==> config.mk <==
export PLATFORM = sky130hd
export DESIGN_NAME = clk_boot_monitor
export DESIGN_NICKNAME = d
export VERILOG_FILES = /design/src/common/clk_mon_pkg.sv /design/src/rtl/clk_activity.sv /design/src/rtl/clk_boot_monitor.sv
export SDC_FILE = /design/constraint.sdc
export NUM_CORES = 1
export LEC_CHECK = 0
export BUFFER_PORTS_ARGS = -buffer_cell sky130_fd_sc_hd__buf_2
export CAP_MARGIN = 20
export CORE_MARGIN = 10
export CORE_UTILIZATION = 46
export CTS_CLUSTER_SIZE = 28
export DETAILED_ROUTE_END_ITERATION = 8
export GPL_ROUTABILITY_DRIVEN = 0
export PLACE_DENSITY = 0.63
export RECOVER_POWER = 25
export SLEW_MARGIN = 10
export SYNTH_ARGS = -nofsm -noshare
export SYNTH_HDL_FRONTEND = slang
export SYNTH_SLANG_ARGS = --single-unit
==> constraint.sdc <==
create_clock -name clock -period 2.17 [get_ports clock]
set_clock_uncertainty 0.1 [all_clocks]
set_input_delay 0 -clock clock [delete_from_list [all_inputs] [get_ports clock]]
set_output_delay 0 -clock clock [all_outputs]
set_load 0.01 [all_outputs]
==> src/common/clk_mon_pkg.sv <==
// shared constants for the clock and boot fault monitor
package clk_mon_pkg;
	localparam int unsigned CLOCK_MHZ      = 200;
	// register offsets (byte addresses)
	localparam logic [7:0] OFS_CONFIG      = 8'h00;
	localparam logic [7:0] OFS_STATUS      = 8'h04;
	localparam logic [7:0] OFS_IRQ_STATUS  = 8'h08;
	localparam logic [7:0] OFS_IRQ_MASK    = 8'h0C;
	localparam logic [7:0] OFS_FREQ_RESULT = 8'h10;
	// config fields
	localparam int unsigned CFG_DEAD_CHECK = 0;
	localparam int unsigned CFG_HF_START   = 1;
	localparam int unsigned CFG_HF_PIN_SEL = 2;
	localparam int unsigned CFG_PLL_START  = 3;
	localparam int unsigned CFG_LF_EXT     = 4;
	localparam int unsigned CFG_FREQ_START = 5;
	localparam int unsigned CFG_FREQ_SEL   = 6;
	localparam int unsigned CFG_FREQ_SEL_W = 2;
	localparam int unsigned CFG_FREQ_WIN   = 8;
	localparam int unsigned CFG_FREQ_WIN_W = 8;
	localparam logic [31:0] CONFIG_RESET   = 32'h0000_0100;
	// status fields
	localparam int unsigned ST_HF_GOOD     = 0;
	localparam int unsigned ST_HF_DEAD     = 1;
	localparam int unsigned ST_PLL_GOOD    = 2;
	localparam int unsigned ST_PLL_DEAD    = 3;
	localparam int unsigned ST_LF_DEAD     = 4;
	localparam int unsigned ST_MCLK_FAULT  = 5;
	localparam int unsigned ST_BROWNOUT    = 6;
	localparam int unsigned ST_FREQ_DONE   = 7;
	localparam int unsigned ST_BOOT_FAIL   = 8;
	// interrupt event bits
	localparam int unsigned NUM_EVENTS     = 8;
	localparam int unsigned EV_HF_GOOD     = 0;
	localparam int unsigned EV_HF_DEAD     = 1;
	localparam int unsigned EV_PLL_GOOD    = 2;
	localparam int unsigned EV_PLL_DEAD    = 3;
	localparam int unsigned EV_LF_DEAD     = 4;
	localparam int unsigned EV_MCLK_FAULT  = 5;
	localparam int unsigned EV_BROWNOUT    = 6;
	localparam int unsigned EV_FREQ_DONE   = 7;
	// main clock watch window, in low-frequency clock cycles
	localparam logic [3:0] MCLK_WINDOW_LF  = 4'hC;
	// start-up windows in microseconds
	localparam int unsigned HF_START_US    = 50;
	localparam int unsigned PLL_SETTLE_US  = 40;
	localparam int unsigned START_CNT_W    = 16;
	localparam logic [15:0] HF_START_CYC   = 16'(HF_START_US * CLOCK_MHZ);
	localparam logic [15:0] PLL_SETTLE_CYC = 16'(PLL_SETTLE_US * CLOCK_MHZ);
	// clock edges needed to judge a clock alive
	localparam logic [3:0] ALIVE_EDGES     = 4'h4;
	// low-frequency stuck detection window, in cycles
	localparam logic [15:0] LF_STUCK_CYC   = 16'h2000;
	// boot routine timeout, in cycles
	localparam logic [15:0] BOOT_TIMEOUT   = 16'hC350;
	localparam logic [7:0] BOOT_RESET_LEN  = 8'h10;
endpackage

==> src/rtl/clk_activity.sv <==
// rising-edge pulse detector for one asynchronous clock, with three-stage synchroniser
`timescale 1ns/1ps
module clk_activity (
	// clock and reset
	input  wire logic       clock,
	input  wire logic       rst_n,
	// watched clock
	input  wire logic       clk_in,
	// control
	input  wire logic       clear,
	// result
	output logic            edge_pulse
);
	logic [2:0] sync_q;
	logic       level_q;
	logic       edge_q;
	wire        agree = sync_q[1] ~^ sync_q[2];

	// a change counts only once stages two and three agree, so a one-sample glitch is dropped
	always_ff @(posedge clock) begin
		if (!rst_n) begin
			sync_q  <= 3'h0;
			level_q <= 1'b0;
			edge_q  <= 1'b0;
		end else begin
			sync_q  <= {sync_q[1:0], clk_in};
			if (agree) begin
				level_q <= sync_q[2];
			end
			edge_q  <= agree & sync_q[2] & ~level_q & ~clear;
		end
	end

	assign edge_pulse = edge_q;
endmodule

==> src/rtl/clk_boot_monitor.sv <==
// clock start-up, clock loss, frequency count and boot fault monitor
//
// Functional notes
// main clock silent 1-12 LF cycles: fault
// main clock fault always issues boot reset
// main monitor runs only when enable set
// monitor idle in deep standby and shutdown
// HF start or pin select clears flags
// report HF start, detect stuck pin input
// PLL enable clears PLL good and dead
// after settle, PLL good flag and interrupt
// PLL not started in time: dead flag
// LF stuck check only for external source
// count source periods over reference window
// boot routine failure asserts boot reset
// config data integrity error: boot reset
// trim data integrity error: boot reset
// boot routine timeout: boot reset
// brownout violation follows supply state
// good and dead never both set
//
// Local design decisions: the address-and-strobe port and the register offsets.
`timescale 1ns/1ps
module clk_boot_monitor (
	// clock and reset
	input  wire logic        clock,
	input  wire logic        rst_n,
	// register port
	input  wire logic [7:0]  reg_addr,
	input  wire logic [31:0] reg_wdata,
	input  wire logic        reg_write,
	input  wire logic        reg_read,
	output logic      [31:0] reg_rdata,
	// watched clocks
	input  wire logic        main_clock,
	input  wire logic        low_freq_clock,
	input  wire logic        high_freq_clock,
	input  wire logic        pll_clock,
	// mode and supply
	input  wire logic        deep_standby_mode,
	input  wire logic        shutdown_mode,
	input  wire logic        brownout_trip,
	// boot configuration routine
	input  wire logic        boot_routine_busy,
	input  wire logic        boot_routine_fail,
	input  wire logic        boot_config_crc_err,
	input  wire logic        trim_crc_err,
	// outputs
	output logic             boot_reset,
	output logic             brownout_violation,
	output logic             irq
);
	localparam int unsigned EW = clk_mon_pkg::NUM_EVENTS;

	logic [31:0]  config_q;
	logic [8:0]   status_q;
	logic [8:0]   status_d;
	logic [EW-1:0] irq_st_q;
	logic [EW-1:0] irq_mask_q;
	logic [31:0]  rdata_q;
	logic [15:0]  freq_result_q;
	logic         irq_q;

	// edge pulses of the four watched clocks
	logic [3:0] clk_vec;
	logic [3:0] edge_p;
	assign clk_vec = {pll_clock, high_freq_clock, low_freq_clock, main_clock};

	genvar g;
	generate
		for (g = 0; g < 4; g++) begin : g_act
			clk_activity u_act (
				.clock      (clock),
				.rst_n      (rst_n),
				.clk_in     (clk_vec[g]),
				.clear      (1'b0),
				.edge_pulse (edge_p[g])
			);
		end
	endgenerate

	wire mclk_edge = edge_p[0];
	wire lf_edge   = edge_p[1];
	wire hf_edge   = edge_p[2];
	wire pll_edge  = edge_p[3];

	// register decode
	function automatic logic hit(input logic [7:0] a, input logic [7:0] ofs);
		hit = (a == ofs);
	endfunction

	wire wr_cfg   = reg_write & hit(reg_addr, clk_mon_pkg::OFS_CONFIG);
	wire wr_mask  = reg_write & hit(reg_addr, clk_mon_pkg::OFS_IRQ_MASK);
	wire rd_irqst = reg_read & hit(reg_addr, clk_mon_pkg::OFS_IRQ_STATUS);

	// start strobes: every config write with the control bit set, whatever its old value
	wire hf_start  = wr_cfg & (reg_wdata[clk_mon_pkg::CFG_HF_START] |
		reg_wdata[clk_mon_pkg::CFG_HF_PIN_SEL]);
	wire pll_start = wr_cfg & reg_wdata[clk_mon_pkg::CFG_PLL_START];
	wire freq_start = wr_cfg & reg_wdata[clk_mon_pkg::CFG_FREQ_START];

	wire dead_chk  = config_q[clk_mon_pkg::CFG_DEAD_CHECK];
	wire lf_ext    = config_q[clk_mon_pkg::CFG_LF_EXT];
	wire low_power = deep_standby_mode | shutdown_mode;

	// main clock monitor: LF edges since last main clock edge
	logic [3:0] mclk_lf_cnt_q;
	wire mclk_run   = dead_chk & ~low_power;
	wire mclk_fault = mclk_run & lf_edge &
		(mclk_lf_cnt_q == clk_mon_pkg::MCLK_WINDOW_LF - 4'h1) & ~mclk_edge;

	always_ff @(posedge clock) begin
		if (!rst_n || !mclk_run || mclk_edge) begin
			mclk_lf_cnt_q <= 4'h0;
		end else if (lf_edge && mclk_lf_cnt_q != clk_mon_pkg::MCLK_WINDOW_LF) begin
			mclk_lf_cnt_q <= mclk_lf_cnt_q + 4'h1;
		end
	end

	// high-frequency and PLL start-up evaluators
	logic [15:0] hf_cnt_q;
	logic [3:0]  hf_edges_q;
	logic        hf_busy_q;
	logic [15:0] pll_cnt_q;
	logic [3:0]  pll_edges_q;
	logic        pll_busy_q;

	wire hf_done   = hf_busy_q & (hf_cnt_q == clk_mon_pkg::HF_START_CYC);
	wire hf_ok     = hf_edges_q == clk_mon_pkg::ALIVE_EDGES;
	wire pll_done  = pll_busy_q & (pll_cnt_q == clk_mon_pkg::PLL_SETTLE_CYC);
	wire pll_ok    = pll_edges_q == clk_mon_pkg::ALIVE_EDGES;

	always_ff @(posedge clock) begin
		if (!rst_n) begin
			hf_busy_q   <= 1'b0;
			hf_cnt_q    <= 16'h0000;
			hf_edges_q  <= 4'h0;
		end else if (hf_start) begin
			hf_busy_q   <= 1'b1;
			hf_cnt_q    <= 16'h0000;
			hf_edges_q  <= 4'h0;
		end else if (hf_busy_q) begin
			hf_busy_q   <= ~hf_done;
			hf_cnt_q    <= hf_cnt_q + 16'h0001;
			if (hf_edge && !hf_ok) begin
				hf_edges_q <= hf_edges_q + 4'h1;
			end
		end
	end

	always_ff @(posedge clock) begin
		if (!rst_n) begin
			pll_busy_q  <= 1'b0;
			pll_cnt_q   <= 16'h0000;
			pll_edges_q <= 4'h0;
		end else if (pll_start) begin
			pll_busy_q  <= 1'b1;
			pll_cnt_q   <= 16'h0000;
			pll_edges_q <= 4'h0;
		end else if (pll_busy_q) begin
			pll_busy_q  <= ~pll_done;
			pll_cnt_q   <= pll_cnt_q + 16'h0001;
			if (pll_edge && !pll_ok) begin
				pll_edges_q <= pll_edges_q + 4'h1;
			end
		end
	end

	// low-frequency stuck check; only external sources are watched
	logic [15:0] lf_idle_q;
	wire lf_stuck = lf_ext & (lf_idle_q == clk_mon_pkg::LF_STUCK_CYC);

	always_ff @(posedge clock) begin
		if (!rst_n || !lf_ext || lf_edge) begin
			lf_idle_q <= 16'h0000;
		end else if (!lf_stuck) begin
			lf_idle_q <= lf_idle_q + 16'h0001;
		end
	end

	// frequency counter: main, LF, HF or PLL periods over a window of LF periods
	logic [15:0] freq_cnt_q;
	logic [7:0]  freq_win_q;
	logic        freq_busy_q;
	wire [1:0] freq_sel = config_q[clk_mon_pkg::CFG_FREQ_SEL +: clk_mon_pkg::CFG_FREQ_SEL_W];
	wire [7:0] freq_len = config_q[clk_mon_pkg::CFG_FREQ_WIN +: clk_mon_pkg::CFG_FREQ_WIN_W];
	wire freq_src  = edge_p[freq_sel];
	wire freq_done = freq_busy_q & lf_edge & (freq_win_q == freq_len);

	always_ff @(posedge clock) begin
		if (!rst_n) begin
			freq_busy_q   <= 1'b0;
			freq_cnt_q    <= 16'h0000;
			freq_win_q    <= 8'h00;
			freq_result_q <= 16'h0000;
		end else if (freq_start) begin
			freq_busy_q   <= 1'b1;
			freq_cnt_q    <= 16'h0000;
			freq_win_q    <= 8'h00;
		end else if (freq_busy_q) begin
			// window opens at the first reference edge
			if (lf_edge) begin
				freq_win_q <= freq_win_q + 8'h01;
			end
			if (freq_src && freq_win_q != 8'h00) begin
				freq_cnt_q <= freq_cnt_q + 16'h0001;
			end
			if (freq_done) begin
				freq_busy_q   <= 1'b0;
				freq_result_q <= freq_cnt_q;
			end
		end
	end

	// boot process monitor
	logic [15:0] boot_cnt_q;
	logic [7:0]  boot_rst_cnt_q;
	wire boot_timeout = boot_routine_busy & (boot_cnt_q == clk_mon_pkg::BOOT_TIMEOUT);
	wire boot_fail    = boot_routine_busy & (boot_routine_fail | boot_config_crc_err |
		trim_crc_err | boot_timeout);
	wire boot_trig    = boot_fail | mclk_fault;

	always_ff @(posedge clock) begin
		if (!rst_n || !boot_routine_busy) begin
			boot_cnt_q <= 16'h0000;
		end else if (!boot_timeout) begin
			boot_cnt_q <= boot_cnt_q + 16'h0001;
		end
	end

	// boot reset is held for a fixed count so the boot sequencer sees it
	always_ff @(posedge clock) begin
		if (!rst_n) begin
			boot_rst_cnt_q <= 8'h00;
		end else if (boot_trig) begin
			boot_rst_cnt_q <= clk_mon_pkg::BOOT_RESET_LEN;
		end else if (boot_rst_cnt_q != 8'h00) begin
			boot_rst_cnt_q <= boot_rst_cnt_q - 8'h01;
		end
	end

	// status flags; a start clears, an evaluation sets exactly one of good or dead
	always_comb begin
		status_d = status_q;
		if (hf_start) begin
			status_d[clk_mon_pkg::ST_HF_GOOD] = 1'b0;
			status_d[clk_mon_pkg::ST_HF_DEAD] = 1'b0;
		end else if (hf_done) begin
			status_d[clk_mon_pkg::ST_HF_GOOD] = hf_ok;
			status_d[clk_mon_pkg::ST_HF_DEAD] = ~hf_ok;
		end
		if (pll_start) begin
			status_d[clk_mon_pkg::ST_PLL_GOOD] = 1'b0;
			status_d[clk_mon_pkg::ST_PLL_DEAD] = 1'b0;
		end else if (pll_done) begin
			status_d[clk_mon_pkg::ST_PLL_GOOD] = pll_ok;
			status_d[clk_mon_pkg::ST_PLL_DEAD] = ~pll_ok;
		end
		status_d[clk_mon_pkg::ST_LF_DEAD] = lf_stuck;
		if (mclk_fault) begin
			status_d[clk_mon_pkg::ST_MCLK_FAULT] = 1'b1;
		end else if (!dead_chk) begin
			status_d[clk_mon_pkg::ST_MCLK_FAULT] = 1'b0;
		end
		status_d[clk_mon_pkg::ST_BROWNOUT] = brownout_trip;
		if (freq_start) begin
			status_d[clk_mon_pkg::ST_FREQ_DONE] = 1'b0;
		end else if (freq_done) begin
			status_d[clk_mon_pkg::ST_FREQ_DONE] = 1'b1;
		end
		if (boot_fail) begin
			status_d[clk_mon_pkg::ST_BOOT_FAIL] = 1'b1;
		end
	end

	// interrupt events, sticky; an event in the read cycle survives the clear
	logic [EW-1:0] events;
	assign events[clk_mon_pkg::EV_HF_GOOD]    = hf_done & hf_ok;
	assign events[clk_mon_pkg::EV_HF_DEAD]    = hf_done & ~hf_ok;
	assign events[clk_mon_pkg::EV_PLL_GOOD]   = pll_done & pll_ok;
	assign events[clk_mon_pkg::EV_PLL_DEAD]   = pll_done & ~pll_ok;
	assign events[clk_mon_pkg::EV_LF_DEAD]    = lf_stuck & ~status_q[clk_mon_pkg::ST_LF_DEAD];
	assign events[clk_mon_pkg::EV_MCLK_FAULT] = mclk_fault;
	assign events[clk_mon_pkg::EV_BROWNOUT]   =
		brownout_trip & ~status_q[clk_mon_pkg::ST_BROWNOUT];
	assign events[clk_mon_pkg::EV_FREQ_DONE]  = freq_done;

	wire [EW-1:0] irq_st_d = (rd_irqst ? {EW{1'b0}} : irq_st_q) | events;

	// read mux
	logic [31:0] rdata_d;
	always_comb begin
		rdata_d = 32'h0000_0000;
		if (reg_read) begin
			unique case (reg_addr)
				clk_mon_pkg::OFS_CONFIG:     rdata_d = config_q;
				clk_mon_pkg::OFS_STATUS:     rdata_d = {23'h0, status_q};
				clk_mon_pkg::OFS_IRQ_STATUS: rdata_d = {24'h000000, irq_st_q};
				clk_mon_pkg::OFS_IRQ_MASK:   rdata_d = {24'h000000, irq_mask_q};
				clk_mon_pkg::OFS_FREQ_RESULT: rdata_d = {16'h0000, freq_result_q};
				default:                     rdata_d = 32'h0000_0000;
			endcase
		end
	end

	// start bits are self-clearing; the rest hold what software wrote
	wire [31:0] start_bits = (32'h1 << clk_mon_pkg::CFG_HF_START) |
		(32'h1 << clk_mon_pkg::CFG_PLL_START) | (32'h1 << clk_mon_pkg::CFG_FREQ_START);

	always_ff @(posedge clock) begin
		if (!rst_n) begin
			config_q           <= clk_mon_pkg::CONFIG_RESET;
			status_q           <= 9'h000;
			irq_st_q           <= {EW{1'b0}};
			irq_mask_q         <= {EW{1'b0}};
			rdata_q            <= 32'h0000_0000;
			irq_q              <= 1'b0;
			boot_reset         <= 1'b0;
			brownout_violation <= 1'b0;
		end else begin
			if (wr_cfg) begin
				config_q <= reg_wdata & ~start_bits;
			end
			if (wr_mask) begin
				irq_mask_q <= reg_wdata[EW-1:0];
			end
			status_q           <= status_d;
			irq_st_q           <= irq_st_d;
			rdata_q            <= rdata_d;
			irq_q              <= |(irq_st_d & irq_mask_q);
			boot_reset         <= boot_trig | (boot_rst_cnt_q > 8'h01);
			brownout_violation <= brownout_trip;
		end
	end

	assign reg_rdata = rdata_q;
	assign irq       = irq_q;
endmodule

==> reports/qor.json <==
{
  "design.die.area": {"value": 27000, "unit": "um^2"},
  "avgSynthCellArea": {"value": 8.80, "unit": "um^2"},
  "synth_cells": {"value": 1088},
  "min_period_over_period": {"value": 99.6, "unit": "%"},
  "xor_xnor_share_of_the_synthesized_area": {"value": 8.14, "unit": "%"},
  "rsz_0062_raised_after_global_routing": {"value": "yes"},
  "design.final.nets": {"value": 1357},
  "via_count_of_the_first_global_routing_pass": {"value": 7755},
  "initial_antenna_violation_count": {"value": 1},
  "synth_seq_area_share": {"value": 49.1, "unit": "%"},
  "tritoncts.num_buffers": {"value": 26},
  "synth_area": {"value": 9580, "unit": "um^2"},
  "clock_latency": {"value": 0.52, "unit": "ns"},
  "cts-htree-levels": {"value": 1},
  "tightest_slew": {"value": 0.637, "unit": "ns"},
  "end_kind": {"value": "register"},
  "complex_gate_fraction_of_the_synthesized_area": {"value": 10.0, "unit": "%"},
  "total_leakage_power": {"value": 4.33, "unit": "nW"},
  "worstPathMaxFanout": {"value": 6},
  "global_route.overflow_total": {"value": 0},
  "grt_util_all_layers": {"value": 17.3, "unit": "%"},
  "via_count": {"value": 8111},
  "yosys_most_used_dff": {"value": "dfxtp_1"},
  "detail_route.drc_violations": {"value": 0},
  "area_growth_syn_to_layout": {"value": 27.2, "unit": "%"},
  "hold_path_class": {"value": "primary input to register"},
  "antenna_violating_nets_post_route": {"value": 0},
  "first_iter_violations": {"value": 471},
  "drive_above_1_share": {"value": 14.8, "unit": "%"},
  "synth_area_leaders": {"value": "dfxtp_1 (49%), nor2_1 (5.1%), a21oi_1 (4.9%), nand2_1 (4.5%), xnor2_1 (4.3%)"},
  "grt_max_degree": {"value": 31},
  "worst_setup_path_start_kind": {"value": "register"},
  "synth_nets": {"value": 1166},
  "fp.coreArea": {"value": 20400, "unit": "um^2"},
  "largest_family_of_logic_cells_by_synthesized_area": {"value": "simple AND/OR/NAND/NOR gates"},
  "clk_root_buffer_cell": {"value": "clkbuf_16"},
  "dp.final_hpwl": {"value": 16700, "unit": "um"},
  "antenna_cells_inserted": {"value": 0},
  "post-route-min-period": {"value": 2.16, "unit": "ns"},
  "post_synth_and_or_nand_nor_area_fraction": {"value": 24.8, "unit": "%"},
  "final-seq-area": {"value": 4710, "unit": "um^2"},
  "synth_fa_ha_area_share": {"value": 3.00, "unit": "%"},
  "routed_wire_length_per_instance": {"value": 15.4, "unit": "um"},
  "floorplan.die.height": {"value": 164, "unit": "um"},
  "cts_sinks": {"value": 235},
  "floorplan.initialDensity": {"value": 47.0, "unit": "%"},
  "synth_top_area_share": {"value": 49.1, "unit": "%"},
  "final_util": {"value": 59.8, "unit": "%"},
  "setup_ws": {"value": 0.00818, "unit": "ns"},
  "cts_tree": {"value": "yes"},
  "timing_hold_violations_final": {"value": 0},
  "drt_first_pass_iters": {"value": 6},
  "status": {"value": "completed"},
  "yosysWarningCount": {"value": 0},
  "grt_first_pass_wirelength": {"value": 38800, "unit": "um"},
  "number_of_flops_mapped_to_enable_cells_by_yosys": {"value": 0},
  "cp_class": {"value": "register to register"},
  "cp_data_required_time": {"value": 2.51, "unit": "ns"},
  "timing.max_cap.violations": {"value": 0},
  "cp.arrival": {"value": 2.50, "unit": "ns"},
  "count_of_boundary_i_o_pins": {"value": 90},
  "fmaxAchievable": {"value": 463, "unit": "MHz"},
  "synth_cell_types": {"value": 50},
  "power.density": {"value": 791, "unit": "nW/um^2"},
  "netlist.top_cell.by_area": {"value": "dfxtp_1"},
  "placement.io_buffers": {"value": 89},
  "area_taken_by_multi_input_logic_gates": {"value": 4640, "unit": "um^2"},
  "ys_seq_elements": {"value": 235},
  "report.final.slew_viol_count": {"value": 0},
  "worst_setup_hold_path_clk_slew": {"value": 0.06, "unit": "ns"},
  "routed_wl": {"value": 24100, "unit": "um"},
  "muxShareOfSynthArea": {"value": 1.70, "unit": "%"},
  "post-place-ws": {"value": -0.0641, "unit": "ns"},
  "asyncSetResetFlopFracSynth": {"value": 0, "unit": "%"},
  "worst_r2r_path_depth": {"value": 7},
  "final-setup-viol-count": {"value": 0},
  "longest_clk_path_bufs": {"value": 3},
  "max-slew-margin-rel": {"value": 57.4, "unit": "%"},
  "max-vdd-ir-drop": {"value": 553, "unit": "uV"},
  "viasPerCell": {"value": 5.17},
  "die_x": {"value": 164, "unit": "um"},
  "num_rows": {"value": 52},
  "worst_hold_path.num_cells": {"value": 5},
  "fillCellCount": {"value": 1803}
}
-- kinds of logic (layout without fill, tap and decap cells) --
logic type               count (synthesis)  count (layout)
buffers and inverters                   81             291
AO/OA/AOI/OAI                          164             164
XOR/XNOR                                89              89
multiplexers                            16              16
flip-flops                             235             235
adder cells (fa/ha/maj)                 23              23
AND/OR/NAND/NOR                        480             480
-- synthesized netlist by cell type, drive strengths merged (2+ instances only) --
library cell / instances
dfxtp: 235
nor2: 130
nand2: 116
a21oi: 93
nand3: 65
xnor2: 47
clkbuf: 42
xor2: 42
inv: 35
and2: 34
nor3: 30
o21ai: 30
nand4: 28
ha: 23
mux2i: 14
or3: 13
a22oi: 12
and3: 11
a222oi: 10
nor4: 10
nor4b: 10
o31ai: 6
or4: 6
or2: 5
a22o: 4
and4: 4
buf: 4
nand3b: 4
nand2b: 3
nor2b: 3
nor3b: 3
nor4bb: 3
a31oi: 2
mux2: 2
-- registers in the layout, summed over array words and instances (netlist names), 4 cells and up --
register / count
freq_cnt_q: 16
freq_result_q: 16
config_q: 29
hf_edges_q: 4
g_act.u_act.level_q: 4
irq_mask_q: 8
g_act.u_act.edge_pulse: 4
irq_st_q: 8
freq_win_q: 8
mclk_lf_cnt_q: 4
status_q: 8
reg_rdata: 32
g_act.u_act.sync_q: 12
lf_idle_q: 16
boot_cnt_q: 16
hf_cnt_q: 16
pll_edges_q: 4
pll_cnt_q: 16
boot_rst_cnt_q: 8
-- cells in the final DEF, fill, tap and decap left out, types with 23 or more instances in the layout --
cell and n:
dfxtp_1 230, nor2_1 130, nand2_1 116, a21oi_1 88, nand3_1 65, dlygate4sd3_1 56
buf_2 54, buf_4 54, xnor2_1 47, clkbuf_1 43, xor2_1 42, inv_1 33
and2_1 29, nand4_1 28, nor3_1 28, clkbuf_16 27, o21ai_0 23
-- final cells by class --
class	instances	share of cell area (%)
clock buffer	36	6.15
clock inverter	11	1.05
inverter	35	1.08
multi-input combinational	772	38.1
sequential	235	38.7
tap	270	2.77
timing repair buffer	209	12.2
-- critical path, stage by stage (launching register included) --
cell and delay, ns:
dfxtp_4 0.34, inv_2 0.04, ha_4 0.14, nor4b_4 0.13, a22o_1 0.20, or4_4 0.53, or4_1 0.48, a21oi_1 0.13
-- power breakdown --
group          switching (mW)  internal, mW  total, mW
Clock                    1.76          2.66       4.42
Combinational           0.385         0.372      0.756
Sequential             0.0651          4.40       4.46
-- repair_timing --
item                       CTS  global route
setup buffers                3             1
resized for setup            4            22
pin swaps                   14             6
hold endpoints to repair   119             1
hold buffers                55             1
setup endpoints to repair    6            23
-- routing by layer --
metal  track usage, %  routed length (um)  up-vias
met4             4.79                 457        0
li1                 -                   -     4135
met1             22.4               11000     3775
met2             29.2               11500      161
met5                0                   0        -
met3             2.75                1160       40
-- worst paths after layout --
path	from	endpoint	slack, ns
min	reg_addr[4]	reg_rdata[3]	0.02
max reg2reg	freq_win_q[0]	freq_cnt_q[10]	0.008
max	freq_win_q[0]	freq_cnt_q[10]	0.008
min reg2reg	g_act[1].u_act.level_q	g_act[1].u_act.edge_pulse	0.31
-- per-stage QoR --
stage / hold WS, ns / area [um^2] / cells / power [mW] / TNS, ns
2_1_floorplan: 0.0217 / 9600 / 1088 / 5.02 / -0.202
3_3_place_gp: 0.106 / 10700 / 1461 / 5.24 / -0.0980
3_5_place_dp: 0.109 / 10700 / 1461 / 5.25 / -0.285
4_1_cts: 0.000537 / 12200 / 1566 / 9.74 / -0.307
5_1_grt: 0.0338 / 12200 / 1568 / 10.0 / -0.209
6_report: 0.0218 / 12200 / 1568 / 9.63 / 0
No activity file was read; power rests on OpenSTA's default activity.
